==> src/dual_gpio_params.svh <==
/*
  Register offsets, field positions and reset values for the dual GPIO port.
  Assumes inclusion by bare name from the design file.
*/
`ifndef DUAL_GPIO_PARAMS_SVH
`define DUAL_GPIO_PARAMS_SVH

// Register byte addresses (APB, one word each)
`define ADDR_PORT_A_DATA 18'h0_0000
`define ADDR_PORT_A_DIR 18'h0_0004
`define ADDR_PORT_B_DATA 18'h0_0008
`define ADDR_PORT_B_DIR {`IDX_PORT_B_DIR, 2'b00}
`define ADDR_PULLUP_OPTION {`IDX_PULLUP_OPTION, 2'b00}
`define ADDR_PWM_CONTROL 18'h0_0010
`define ADDR_PORT_B_FUNC 18'h0_0014
`define ADDR_RT_CONTROL 18'h0_0018

// Register indices; word indices, so the byte address is four times the index
`define IDX_PORT_B_DIR 16'hff21
`define IDX_PULLUP_OPTION 16'hff4e

// Reset values
`define RST_DIR 8'hff
`define RST_PULLUP 8'h00
`define RST_LATCH 8'h00
`define RST_CTRL 8'h00

// Field positions
`define PU_PORT_A_BIT 0
`define PU_PORT_B_BIT 1
`define PWM_CHAN0_BIT 0
`define PWM_CHAN1_BIT 1
`define RT_LOW_BIT 0
`define RT_HIGH_BIT 1
`define FS_CLK_BIT 2
`define FS_RX_BIT 3
`define FS_TX_BIT 4

`endif

==> src/dual_gpio_pkg.sv <==
/*
  Types for the dual GPIO port.
  Assumes nothing beyond a SystemVerilog compiler.
*/
package dual_gpio_pkg;
  typedef logic [7:0] byte_t;
  typedef enum logic [1:0] {
    APB_IDLE = 2'b00,
    APB_DONE = 2'b01
  } apb_state_t;
endpackage : dual_gpio_pkg

==> src/dual_gpio_port.sv <==
/*
  Two 8-bit GPIO ports with latches, direction, pull-up gating, real-time
  output takeover of port A and PWM / serial alternate pins on port B.
  Assumes an APB master on pclk domain clk, pins synchronous to clk, and
  PWM / serial peripherals outside.
*/
`timescale 1ns/1ps
`default_nettype none
`include "dual_gpio_params.svh"

module dual_gpio_port #(
  parameter int WIDTH = 8
) (
  // Clock, reset, enable
  input wire logic clk,
  input wire logic rst,
  input wire logic clkEn,
  // APB slave
  input wire logic psel,
  input wire logic penable,
  input wire logic pwrite,
  input wire logic [17:0] paddr,
  input wire logic [31:0] pwdata,
  output logic [31:0] prdata,
  output logic pready,
  output logic pslverr,
  // Port A pins
  input wire logic [WIDTH-1:0] portAIn,
  output logic [WIDTH-1:0] portAOut,
  output logic [WIDTH-1:0] portAOe,
  output logic [WIDTH-1:0] portAPullup,
  // Port B pins
  input wire logic [WIDTH-1:0] portBIn,
  output logic [WIDTH-1:0] portBOut,
  output logic [WIDTH-1:0] portBOe,
  output logic [WIDTH-1:0] portBPullup,
  // Alternate peripherals
  input wire logic pwmOutA,
  input wire logic pwmOutB,
  input wire logic syncSerialClockOut,
  input wire logic syncSerialClockOe,
  input wire logic syncSerialOut,
  output logic syncSerialClockIn,
  output logic syncSerialIn
);

  // Registers
  logic [WIDTH-1:0] latchA_q;
  logic [WIDTH-1:0] latchB_q;
  logic [WIDTH-1:0] dirA_q;
  logic [WIDTH-1:0] dirB_q;
  logic [7:0] pullup_q;
  logic [7:0] pwm_q;
  logic [7:0] func_q;
  logic [7:0] rt_q;
  dual_gpio_pkg::apb_state_t state_q;

  // APB access phase decode; one wait cycle then pready
  wire setupDone = psel && penable && (state_q == dual_gpio_pkg::APB_IDLE);
  // Writes land on the completing edge, with pready high, so a write and
  // the end of its transfer never fall in different cycles
  wire accessEnd = psel && penable && (state_q == dual_gpio_pkg::APB_DONE);
  wire wrEn = accessEnd && pwrite;
  wire selAData = (paddr == `ADDR_PORT_A_DATA);
  wire selADir = (paddr == `ADDR_PORT_A_DIR);
  wire selBData = (paddr == `ADDR_PORT_B_DATA);
  wire selBDir = (paddr == `ADDR_PORT_B_DIR);
  wire selPu = (paddr == `ADDR_PULLUP_OPTION);
  wire selPwm = (paddr == `ADDR_PWM_CONTROL);
  wire selFunc = (paddr == `ADDR_PORT_B_FUNC);
  wire selRt = (paddr == `ADDR_RT_CONTROL);
  wire mapped = selAData | selADir | selBData | selBDir | selPu | selPwm | selFunc | selRt;

  // Real-time nibble takeover of port A
  wire rtLow = rt_q[`RT_LOW_BIT];
  wire rtHigh = rt_q[`RT_HIGH_BIT];
  wire rtAny = rtLow | rtHigh; // Any nibble in real time locks whole latch
  wire [WIDTH-1:0] rtMask = {{(WIDTH-4){rtHigh}}, {4{rtLow}}};

  // Per-register write strobes
  wire wrAData = wrEn && selAData && !rtAny;
  wire wrADir = wrEn && selADir;
  wire wrBData = wrEn && selBData;
  wire wrBDir = wrEn && selBDir;
  wire wrPu = wrEn && selPu;
  wire wrPwm = wrEn && selPwm;
  wire wrFunc = wrEn && selFunc;
  wire wrRt = wrEn && selRt;

  // Port A drive: output mode or real-time nibble
  wire [WIDTH-1:0] oeA = ~dirA_q | rtMask;
  wire [WIDTH-1:0] pullA = dirA_q & {WIDTH{pullup_q[`PU_PORT_A_BIT]}};

  // Port B alternate function select per pin
  wire pwm_out_a = pwm_q[`PWM_CHAN0_BIT];
  wire pwm_out_b = pwm_q[`PWM_CHAN1_BIT];
  wire fsClk = func_q[`FS_CLK_BIT];
  wire fsRx = func_q[`FS_RX_BIT];
  wire fsTx = func_q[`FS_TX_BIT];

  // Port B pin values and enables; pins 5-7 stay plain port pins
  logic [WIDTH-1:0] outB;
  logic [WIDTH-1:0] oeB;
  always_comb
  begin
    outB = latchB_q;
    oeB = ~dirB_q;
    if (pwm_out_a)
    begin
      outB[0] = pwmOutA;
      oeB[0] = 1'b1;
    end
    if (pwm_out_b)
    begin
      outB[1] = pwmOutB;
      oeB[1] = 1'b1;
    end
    if (fsClk)
    begin
      outB[2] = syncSerialClockOut;
      oeB[2] = syncSerialClockOe;
    end
    if (fsRx)
    begin
      oeB[3] = 1'b0;
    end
    if (fsTx)
    begin
      outB[4] = syncSerialOut;
      oeB[4] = 1'b1;
    end
  end

  // Pull-ups follow direction even on alternate output pins
  wire [WIDTH-1:0] pullB = dirB_q & {WIDTH{pullup_q[`PU_PORT_B_BIT]}};

  // Port reads: pin for inputs, latch for outputs
  // Real-time nibbles count as driven, so their latch stays readable
  wire [WIDTH-1:0] readA = (oeA & latchA_q) | (~oeA & portAIn);
  // Alternate pins read live pin level so it is always visible
  wire [WIDTH-1:0] altB = {{(WIDTH-5){1'b0}}, fsTx, fsRx, fsClk, pwm_out_b, pwm_out_a};
  wire [WIDTH-1:0] pinRdB = dirB_q | altB;
  wire [WIDTH-1:0] readB = (~pinRdB & latchB_q) | (pinRdB & portBIn);

  // Read mux, zero above the 8-bit registers
  logic [7:0] rdByte;
  always_comb
  begin
    rdByte = 8'h00;
    if (selAData)
      rdByte = readA;
    if (selADir)
      rdByte = dirA_q;
    if (selBData)
      rdByte = readB;
    if (selBDir)
      rdByte = dirB_q;
    if (selPu)
      rdByte = pullup_q;
    if (selPwm)
      rdByte = pwm_q;
    if (selFunc)
      rdByte = func_q;
    if (selRt)
      rdByte = rt_q;
  end

  // APB handshake: answer one cycle after the access phase begins
  always_ff @(posedge clk or posedge rst)
  begin
    if (rst)
    begin
      state_q <= dual_gpio_pkg::APB_IDLE;
      pready <= 1'b0;
      pslverr <= 1'b0;
      prdata <= 32'h0000_0000;
    end
    else if (clkEn)
    begin
      case (state_q)
        dual_gpio_pkg::APB_IDLE:
        begin
          pready <= setupDone;
          pslverr <= setupDone && !mapped;
          if (setupDone)
          begin
            prdata <= {24'h00_0000, rdByte};
            state_q <= dual_gpio_pkg::APB_DONE;
          end
        end
        dual_gpio_pkg::APB_DONE:
        begin
          pready <= 1'b0;
          pslverr <= 1'b0;
          state_q <= dual_gpio_pkg::APB_IDLE;
        end
        default:
        begin
          pready <= 1'b0;
          pslverr <= 1'b0;
          state_q <= dual_gpio_pkg::APB_IDLE;
        end
      endcase
    end
  end

  // Port A latch: a whole-byte write hits every bit and holds until the
  // next one. Bit operations arrive as full-byte writes, so input latches
  // take the pin level read back; software must expect that.
  always_ff @(posedge clk or posedge rst)
  begin
    if (rst)
    begin
      latchA_q <= `RST_LATCH;
    end
    else if (clkEn && wrAData)
    begin
      latchA_q <= pwdata[WIDTH-1:0];
    end
  end

  // Port B latch: same rules, never locked
  always_ff @(posedge clk or posedge rst)
  begin
    if (rst)
    begin
      latchB_q <= `RST_LATCH;
    end
    else if (clkEn && wrBData)
    begin
      latchB_q <= pwdata[WIDTH-1:0];
    end
  end

  // Direction registers; all ones keeps every pin an input after reset
  always_ff @(posedge clk or posedge rst)
  begin
    if (rst)
    begin
      dirA_q <= `RST_DIR;
      dirB_q <= `RST_DIR;
    end
    else if (clkEn)
    begin
      if (wrADir)
        dirA_q <= pwdata[WIDTH-1:0];
      if (wrBDir)
        dirB_q <= pwdata[WIDTH-1:0];
    end
  end

  // Option registers; unused bits are stored so software reads them back
  always_ff @(posedge clk or posedge rst)
  begin
    if (rst)
    begin
      pullup_q <= `RST_PULLUP;
      pwm_q <= `RST_CTRL;
      func_q <= `RST_CTRL;
      rt_q <= `RST_CTRL;
    end
    else if (clkEn)
    begin
      if (wrPu)
        pullup_q <= pwdata[7:0];
      if (wrPwm)
        pwm_q <= pwdata[7:0];
      if (wrFunc)
        func_q <= pwdata[7:0];
      if (wrRt)
        rt_q <= pwdata[7:0];
    end
  end

  // Port A pin drive, registered; follows control one cycle after a write
  always_ff @(posedge clk or posedge rst)
  begin
    if (rst)
    begin
      portAOut <= {WIDTH{1'b0}};
      portAOe <= {WIDTH{1'b0}};
      portAPullup <= {WIDTH{1'b0}};
    end
    else if (clkEn)
    begin
      portAOut <= latchA_q;
      portAOe <= oeA;
      portAPullup <= pullA;
    end
  end

  // Port B pin drive, registered like port A
  always_ff @(posedge clk or posedge rst)
  begin
    if (rst)
    begin
      portBOut <= {WIDTH{1'b0}};
      portBOe <= {WIDTH{1'b0}};
      portBPullup <= {WIDTH{1'b0}};
    end
    else if (clkEn)
    begin
      portBOut <= outB;
      portBOe <= oeB;
      portBPullup <= pullB;
    end
  end

  // Serial inputs read 0 while their pin is not selected, so the
  // peripheral never sees ordinary port traffic
  always_ff @(posedge clk or posedge rst)
  begin
    if (rst)
    begin
      syncSerialClockIn <= 1'b0;
      syncSerialIn <= 1'b0;
    end
    else if (clkEn)
    begin
      syncSerialClockIn <= portBIn[2] & fsClk;
      syncSerialIn <= portBIn[3] & fsRx;
    end
  end

endmodule : dual_gpio_port
`default_nettype wire

==> config.mk <==
export PLATFORM = sky130hd
export DESIGN_NAME = dual_gpio_port
export DESIGN_NICKNAME = d
export VERILOG_FILES = /design/src/dual_gpio_pkg.sv /design/src/dual_gpio_port.sv
export VERILOG_INCLUDE_DIRS = /design/src
export SDC_FILE = /design/constraint.sdc
export NUM_CORES = 1
export LEC_CHECK = 0
export BUFFER_PORTS_ARGS = -buffer_cell sky130_fd_sc_hd__buf_2
export CORE_ASPECT_RATIO = 0.7
export CORE_MARGIN = 2
export CORE_UTILIZATION = 53
export CTS_CLUSTER_SIZE = 12
export DETAILED_ROUTE_END_ITERATION = 8
export HOLD_SLACK_MARGIN = 0.15
export PLACE_DENSITY_LB_ADDON = 0.08
export SYNTH_ARGS = -nofsm -noshare
export SYNTH_HDL_FRONTEND = slang
export SYNTH_SLANG_ARGS = --single-unit
==> constraint.sdc <==
create_clock -name clk -period 4.8 [get_ports clk]
set_input_delay 0.24 -clock clk [delete_from_list [all_inputs] [get_ports clk]]
set_output_delay 0.24 -clock clk [all_outputs]
set_load 0.02 [all_outputs]
==> Word level (Yosys, flattened, before mapping) <==
Index checks and enable logic that the tools add are counted.
{ "classes": {"add_sub_neg": 0, "n_mul": 0, "div_mod_pow": 0, "order_cmp": 0, "n_eq_ne": 9, "shift": 0, "mux": 21, "bitwise_logic": 24, "n_reduce_logical": 28} }
{ "ops": {"columns": ["op", "n"], "rows": [
  ["8-bit 2-to-1 mux", 8],
  ["18-bit by 5-bit equality test with 1-bit output, second input constant", 3],
  ["8-bit bitwise AND", 6],
  ["18-bit equality test, second input constant", 2],
  ["8-bit NOT", 4],
  ["8-bit bitwise OR", 3],
  ["18-bit by 3-bit equality test with 1-bit output, second input constant", 1],
  ["18-bit by 4-bit equality test with 1-bit output, second input constant", 1],
  ["18-bit zero test", 1],
  ["1-bit logical AND", 16],
  ["2-bit AND reduction", 7],
  ["1-bit 2-to-1 mux", 11],
  ["1-bit bitwise OR", 8],
  ["8-bit by 5-bit bitwise OR with 8-bit output", 1],
  ["2-bit 2-to-1 mux", 2],
  ["3-bit AND reduction", 1],
  ["1-bit bitwise AND", 2],
  ["2-bit by 1-bit equality test with 1-bit output, second input constant", 1],
  ["1-bit zero test", 2],
  ["2-bit zero test", 1],
  ["2-bit != test, second input constant", 1]
]} }
{ "totals": {"regBits": 126, "latchBits": 0, "ram_bits": 0, "rom_bits": 0, "inputBits": 77, "out_inout_bits": 84, "mem_count": 0} }

==> Longest topological paths before layout <==
Gate-level depths: netlist of run 1.
{ "logic_depth": {"word_depth": 13, "depth_mapped": 7, "ltp_nobuf": 6} }

==> Least setup slack after synthesis of run 1 <==
No wires, ideal clock.
{ "synth_timing": {"path_kind": "input-to-reg", "start": "input paddr[17]", "end": "register prdata[5]", "arrival_time_ns": 1.812, "required_ns": 4.677, "slack_ns": 2.865, "cell_stages": 5, "n_path_buf": 1, "cell_sequence": "nor4_4 > nand3b_2 > buf_4 > or4_1 > o221a_2"} }
{ "synth_between": {"elab_chain_len": 9, "elab_cells_between_ends": 16, "cone_classes": "eq/ne (7); mux (8); reduce/logical (1)"} }
{ "synth_rtl": {"columns": ["element", "line", "source"], "rows": [
  ["start, declared", "dual_gpio_port.sv:22", "input wire logic [17:0] paddr,"],
  ["18-bit zero test (no source line)", null, null],
  ["8-bit 2-to-1 mux", "dual_gpio_port.sv:150", "if (selAData)"],
  ["8-bit 2-to-1 mux", "dual_gpio_port.sv:152", "if (selADir)"],
  ["8-bit 2-to-1 mux", "dual_gpio_port.sv:154", "if (selBData)"],
  ["8-bit 2-to-1 mux", "dual_gpio_port.sv:156", "if (selBDir)"],
  ["8-bit 2-to-1 mux", "dual_gpio_port.sv:158", "if (selPu)"],
  ["8-bit 2-to-1 mux", "dual_gpio_port.sv:160", "if (selPwm)"],
  ["8-bit 2-to-1 mux", "dual_gpio_port.sv:162", "if (selFunc)"],
  ["8-bit 2-to-1 mux (*)", "dual_gpio_port.sv:164", "if (selRt)"],
  ["end signal, assigned", "dual_gpio_port.sv:187", "prdata <= {24'h00_0000, rdByte};"],
  ["end, declared", "dual_gpio_port.sv:24", "output logic [31:0] prdata,"]
]} }
Every way passes the cells marked *; elsewhere a longest branch is shown, timed or not.
A chain may end at the register's enable or synchronous reset.

==> Final worst setup path of run 1 <==
{ "layout_timing": {"start": "input paddr[17]", "end": "register prdata[4]"} }
The elaborated chain is that of the path after synthesis.

==> results of run 1 <==
[placed cells by master, fill, tap and decap left out, types with 3 or more instances in the layout]
cell type / synthesis / final
a21oi_1: 19 / 19
dfstp_2: 16 / 16
o22a_1: 3 / 3
a22oi_1: 3 / 3
clkbuf_16: 0 / 17
o21ai_0: 36 / 36
a211oi_1: 3 / 3
inv_1: 25 / 24
buf_2: 4 / 112
dfrtp_1: 109 / 109
o221ai_1: 4 / 4
nor4_1: 4 / 4
a22o_1: 5 / 5
mux2_2: 82 / 82
a21boi_0: 3 / 3
clkbuf_1: 18 / 3
dlygate4sd3_1: 0 / 7
clkinv_2: 0 / 3
clkinvlp_4: 0 / 4
nand2_1: 22 / 22
a221oi_1: 5 / 5
nand4_1: 4 / 4
nor4_4: 4 / 4
nor3_2: 4 / 4
nor3_1: 12 / 12
conb_1: 1 / 24
mux2i_1: 4 / 4
nor2_1: 30 / 30
a31oi_1: 10 / 10
o31ai_1: 4 / 4
nor2b_1: 4 / 4
or3_1: 4 / 4
nand3_1: 26 / 26
a21o_1: 6 / 6
[worst paths after layout]
kind                                    from        endpoint  slack (ns)  depth (start not counted)
max                                paddr[17]       prdata[4]        2.28                          7
min                        syncSerialClockOe      portBOe[2]        0.15                          3
max reg2reg                          rt_q[1]       prdata[4]        2.53                          6
min reg2reg                       portBOe[7]      portBOe[7]        0.48                          2
max in group asynchronous                rst     portAOut[3]        3.00                          4
min in group asynchronous                rst  portBPullup[0]        0.58                          3
[critical path, stage by stage]
cell and delay [ns]:
buf_2 0.12, nor4_4 0.66, nand3b_2 0.44, or3_1 0.63, nor4_1 0.39, o41a_1 0.25
o21ai_1 0.08
[power by group]
group | internal [mW] | switching [mW]
sequential | 1.06 | 0.00366
combinational | 0.0354 | 0.0958
clock | 0.789 | 0.461
total | 1.89 | 0.560
[kinds of logic after synthesis]
group,after synthesis,synth area share (%)
buf+inv,76,6.27
compound gates,119,13.0
other cells,1,0.0612
flops,125,51.4
simple gates,138,13.6
mux,86,15.7
[what timing repair did]
action | 4_1_cts | 5_1_grt
endpoints found under the hold margin | 79 | 0
hold buffers | 7 | 0
setup buffers | 0 | 0
endpoints found under the setup margin | 0 | 0
[stage by stage]
stage               cell area, µm²  total power [mW]
finish                        7350              2.45
global placement              6700              1.21
global route                  7350              2.52
detailed placement            6700              1.21
CTS                           7350              2.46
floorplan                     6210              1.17
[cell type report]
| class | count | area, µm² | share of cell area (%) |
|---|---|---|---|
| flip-flops and latches | 125 | 3150 | 42.9 |
| multi-input cells | 367 | 2680 | 36.5 |
| repair buffers | 121 | 646 | 8.79 |
| clock buffers | 22 | 464 | 6.32 |
| well taps | 153 | 191 | 2.61 |
| clock inverters | 10 | 114 | 1.55 |
| inverters | 26 | 100 | 1.36 |
[routing by layer]
layer | routed length [µm] | up-vias | GRT usage, %
met1 | 7850 | 2404 | 41.6
met3 | 1390 | 24 | 6.63
li1 | - | 2177 | -
met5 | 0 | - | 0
met2 | 7610 | 220 | 42.4
met4 | 301 | 0 | 10.1
==> summary.txt, run 1 <==
Placement
  – Dpl hpwl: 12.1 mm
  – Place WS: 2.05 ns
  – Port Buf Inserts: roughly 110
  – Placer Congestion: 0.928
  – Cell count after placement: between 700 and 800

Critical path
  – Arrival time worst endpoint: 2.82 ns
  – Worst EP required: 5.10 ns
  – Setup crit end kind: flip-flop
  – Setup crit start kind: input port
  – Crit path max fanout: 12
  – Crit Path Category: in2reg

GRT
  – Vias in the first global route: approximately 4,600
  – Gr ovfl total: 0
  – GRT Resource Usage Total: about 29%
  – Largest net degree at the start of global routing: 82
  – First-pass GRT wire length: 26.4 mm
  – Initial antenna violation count: 0

Synth
  – Cell taking the most area after synthesis: dfrtp_1
  – Cells after Synth: approximately 550
  – Synth unique cells: 62
  – Top_reg_cell synth: dfrtp_1
  – Post-synth top cells: dfrtp_1, mux2_2, o21ai_0
  – Fraction of registers with async set or reset after synthesis: 100%
  – Synth Register Bits: 125
  – Post-synthesis sequential area ratio: 51.4%
  – Synth top area share: 44.5%
  – EDFF count, synth: 0
  – Synth area leaders: dfrtp_1, mux2_2, dfstp_2, buf_4, o21ai_0
  – Most numerous cell in the Yosys netlist: dfrtp_1
  – Synth Warn #: 0
  – Syn avg cell area: 11.2 µm²
  – Cell Area, Synth: 6130 µm²

Timing
  – Rel. slew slack: 31.1%
  – Fin worst setup slack: 2.28 ns
  – Highest clock rate: approximately 400 MHz
  – Clk_skew: 0.00603 ns
  – Hold_ws: 0.150 ns
  – Fin. max-slew vios: 0
  – Final Setup Violations: 0
  – Worst slew pin tran: 1.03 ns
  – Fin. Hold Viols: 0
  – RSZ-0062 raised after global routing: false
  – Final TNS setup: 0 ns
  – Min Tclk post-route: approximately 2.5 ns
  – Crit share post-route: 52.6%

Routing
  – Via total after detailed routing: 4,825
  – WL/cell: approximately 21 µm
  – ANT nets after route: 0
  – Drt pass-1 iters: 5
  – Initial DRC Count: around 480
  – Routed WL: 17.1 mm
  – Vias per cell: 5.86
  – DRC Markers: 0

Clock tree
  – CTS resizes: 0
  – H-tree depth: 4
  – Clock slew at reported path FFs: 0.06 ns
  – Root buffer cell: clkbuf_16
  – Clock Latency Late Sink: between 0.4 and 0.5 ns
  – CTS tree: built
  – CTS Sinks: 125
  – Longest Clk Path Bufs: 2
  – Total CTS buffers: 17

Final layout
  – Nets: ~740
  – Ant diodes: 0
  – Share of post-route cells with drive strength above 1: 39.8%
  – Fin cells: about 820
  – Filler instances: 911
  – Final design utilization: around two thirds
  – Area delta synth->final: 19.9%

Floorplan
  – Die width: roughly 130 µm
  – Initial Utilization: 55.1%
  – Die Span Y: 94.0 µm
  – Die area: 12,500 µm²
  – Io pins: 161
  – Site Rows: 32
  – Core Box Area: 11,100 µm²

Power
  – VDD IR max: 0.259 mV
  – Leak: 3.40 nW
  – Power Density: 333 nW/µm²

Run status
  – Status: finished clean

Min path
  – Hold Path Class: in2reg

Job
  – Max-cap violations: 0
(Power assumes the default switching activity.)
==> run 2: changes to the inputs <==
clock period = 2.6 ns   (was 4.8 ns; I/O delays follow)
==> run 2 against run 1 <==
  * Sequential power grew 85%
  * Clock skew grew 0.0027 ns
  * Non-clock buffer count grew 27
  * Wire length grew 1.9%
  * Count of clock-buffer cells in the layout shrank 3
  * Final area grew 4.3%
  * Clock power grew 110%
  * Total power grew 98%
  * Setup slack lost 1.7 ns
  * Core utilization grew 2.8 points
  * Critical path depth shrank 1
  * Register-to-register slack lost 2.0 ns
==> summary.txt, run 2 (synthesis results as in run 1) <==
Run status
  – Status: finished clean

Floorplan
  – Die Span Y: 94.0 µm
  – Site Rows: 32
  – Core Box Area: 11,100 µm²
  – Die width: 133 µm
  – Initial Utilization: 55.1%
  – Die area: between 10,000 and 15,000 µm²
  – Io pins: between 150 and 200

Final layout
  – Final design utilization: just under 70%
  – Share of post-route cells with drive strength above 1: 41.1%
  – Most frequent cells in the layout: buf_2, dfrtp_1, mux2_2
  – Commonest non-fill, non-tap cell in the layout: buf_2
  – Ant diodes: 0
  – Nets: 762
  – Filler instances: 873
  – Area delta synth->final: 25.0%

Timing
  – Final TNS setup: 0 ns
  – Final Setup Violations: 0
  – Hold_ws: 0.245 ns
  – RSZ-0062 raised after global routing: false
  – Clk_skew: a little under 0.009 ns
  – Min Tclk post-route: around 2.0 ns
  – Highest clock rate: 488 MHz
  – Rel. slew slack: 29.9%
  – Fin. Hold Viols: 0
  – Fin. max-slew vios: 0
  – Crit share post-route: 78.8%
  – Worst slew pin tran: between 1 and 1.5 ns

GRT
  – First-pass GRT wire length: 27.2 mm
  – Gr ovfl total: 0
  – Largest net degree at the start of global routing: 82
  – GRT Resource Usage Total: 29.2%
  – Vias in the first global route: 4,892
  – Initial antenna violation count: 0

Job
  – Max-cap violations: 0

Routing
  – Drt pass-1 iters: 5
  – Initial DRC Count: 379
  – ANT nets after route: 0
  – DRC Markers: 0
  – Via total after detailed routing: 4,933
  – Routed WL: 17.5 mm
  – Vias per cell: 5.80
  – WL/cell: 20.5 µm

Clock tree
  – CTS Sinks: 125
  – Clock Latency Late Sink: 0.42 ns
  – Root buffer cell: clkbuf_16
  – Total CTS buffers: 17
  – Post-CTS Setup Bufs: 0
  – Longest Clk Path Bufs: 2
  – Clock slew at reported path FFs: 0.06 ns
  – CTS resizes: 0
  – Hold buffers post-CTS: 16
  – CTS tree: built
  – H-tree depth: 4

Power
  – Power consumption: 4.84 mW
  – Leak: 3.57 nW
  – VDD IR max: 0.513 mV
  – Power Density: 632 nW/µm²

Critical path
  – CP cell instances: inv_1, nand4_1, a211oi_1, a221oi_1, o41a_1, o21ai_2
  – Slowest CP cell: o41a_1
  – CP Buf/Inv Count: 1
  – Crit Path Category: reg2reg
  – Setup crit end kind: flip-flop
  – Delay-heaviest family, CP: compound AO/OA/AOI/OAI gates
  – Crit path max fanout: 8
  – Arrival time worst endpoint: ~2.4 ns
  – Setup crit start kind: flip-flop
  – CP peak stage delay: 0.47 ns
  – Worst EP required: 2.94 ns

Placement
  – Port Buf Inserts: 112
  – Dpl hpwl: 12.5 mm
  – Placer Congestion: 0.896

Min path
  – Hold Path Class: in2reg
## run 2: final timing paths
check                           start          to  slack [ns]  depth (start not counted)
setup / recovery              rt_q[0]   prdata[0]        0.55                          6
hold / removal               paddr[4]   prdata[1]        0.25                          5
setup reg to reg              rt_q[0]   prdata[0]        0.55                          6
hold reg to reg            portBOe[3]  portBOe[3]        0.48                          2
max in group asynchronous         rst   dirB_q[7]        1.43                          4
min in group asynchronous         rst   func_q[3]        0.35                          3
## run 2: final cells by class
type / instances / area, µm² / area share, %
Multi-Input combinational cell: 367 / 2680 / 35.0
Timing Repair Buffer: 148 / 883 / 11.5
Clock inverter: 13 / 213 / 2.78
Tap cell: 153 / 191 / 2.50
Sequential cell: 125 / 3150 / 41.1
Clock buffer: 19 / 443 / 5.78
Inverter: 26 / 101 / 1.32
## run 2: worst register-to-register path, delay by kind of cell, from the launching register on
family / cells / cell delay, ns
flip-flops: 1 / 0.46
AND/OR/NAND/NOR: 1 / 0.17
AO/OA/AOI/OAI: 4 / 1.08
buffers and inverters: 1 / 0.27
## run 2: where the power goes
part | leakage, nW | total [mW] | internal, mW | switching, mW
logic | 1.66 | 0.263 | 0.0813 | 0.181
clock network | 0.322 | 2.61 | 1.73 | 0.880
registers | 1.59 | 1.96 | 1.96 | 0.00682
total | 3.57 | 4.84 | 3.77 | 1.07
## run 2: layer usage
| layer | global-route usage [%] | wire length, µm | vias up |
|---|---|---|---|
| met5 | 0 | 0 | - |
| met4 | 8.51 | 244 | 0 |
| met3 | 6.15 | 1320 | 23 |
| met2 | 45.3 | 7930 | 228 |
| met1 | 41.8 | 7970 | 2442 |
| li1 | - | - | 2240 |
## run 2: through the flow
stage | instances | setup slack, ns | cell area [µm²]
floorplan | 568 | 0.775 | 6220
global placement | 803 | 0.310 | 6850
detailed placement | 803 | 0.278 | 6850
CTS | 851 | 0.568 | 7660
global route | 851 | 0.426 | 7660
finish | 851 | 0.550 | 7660
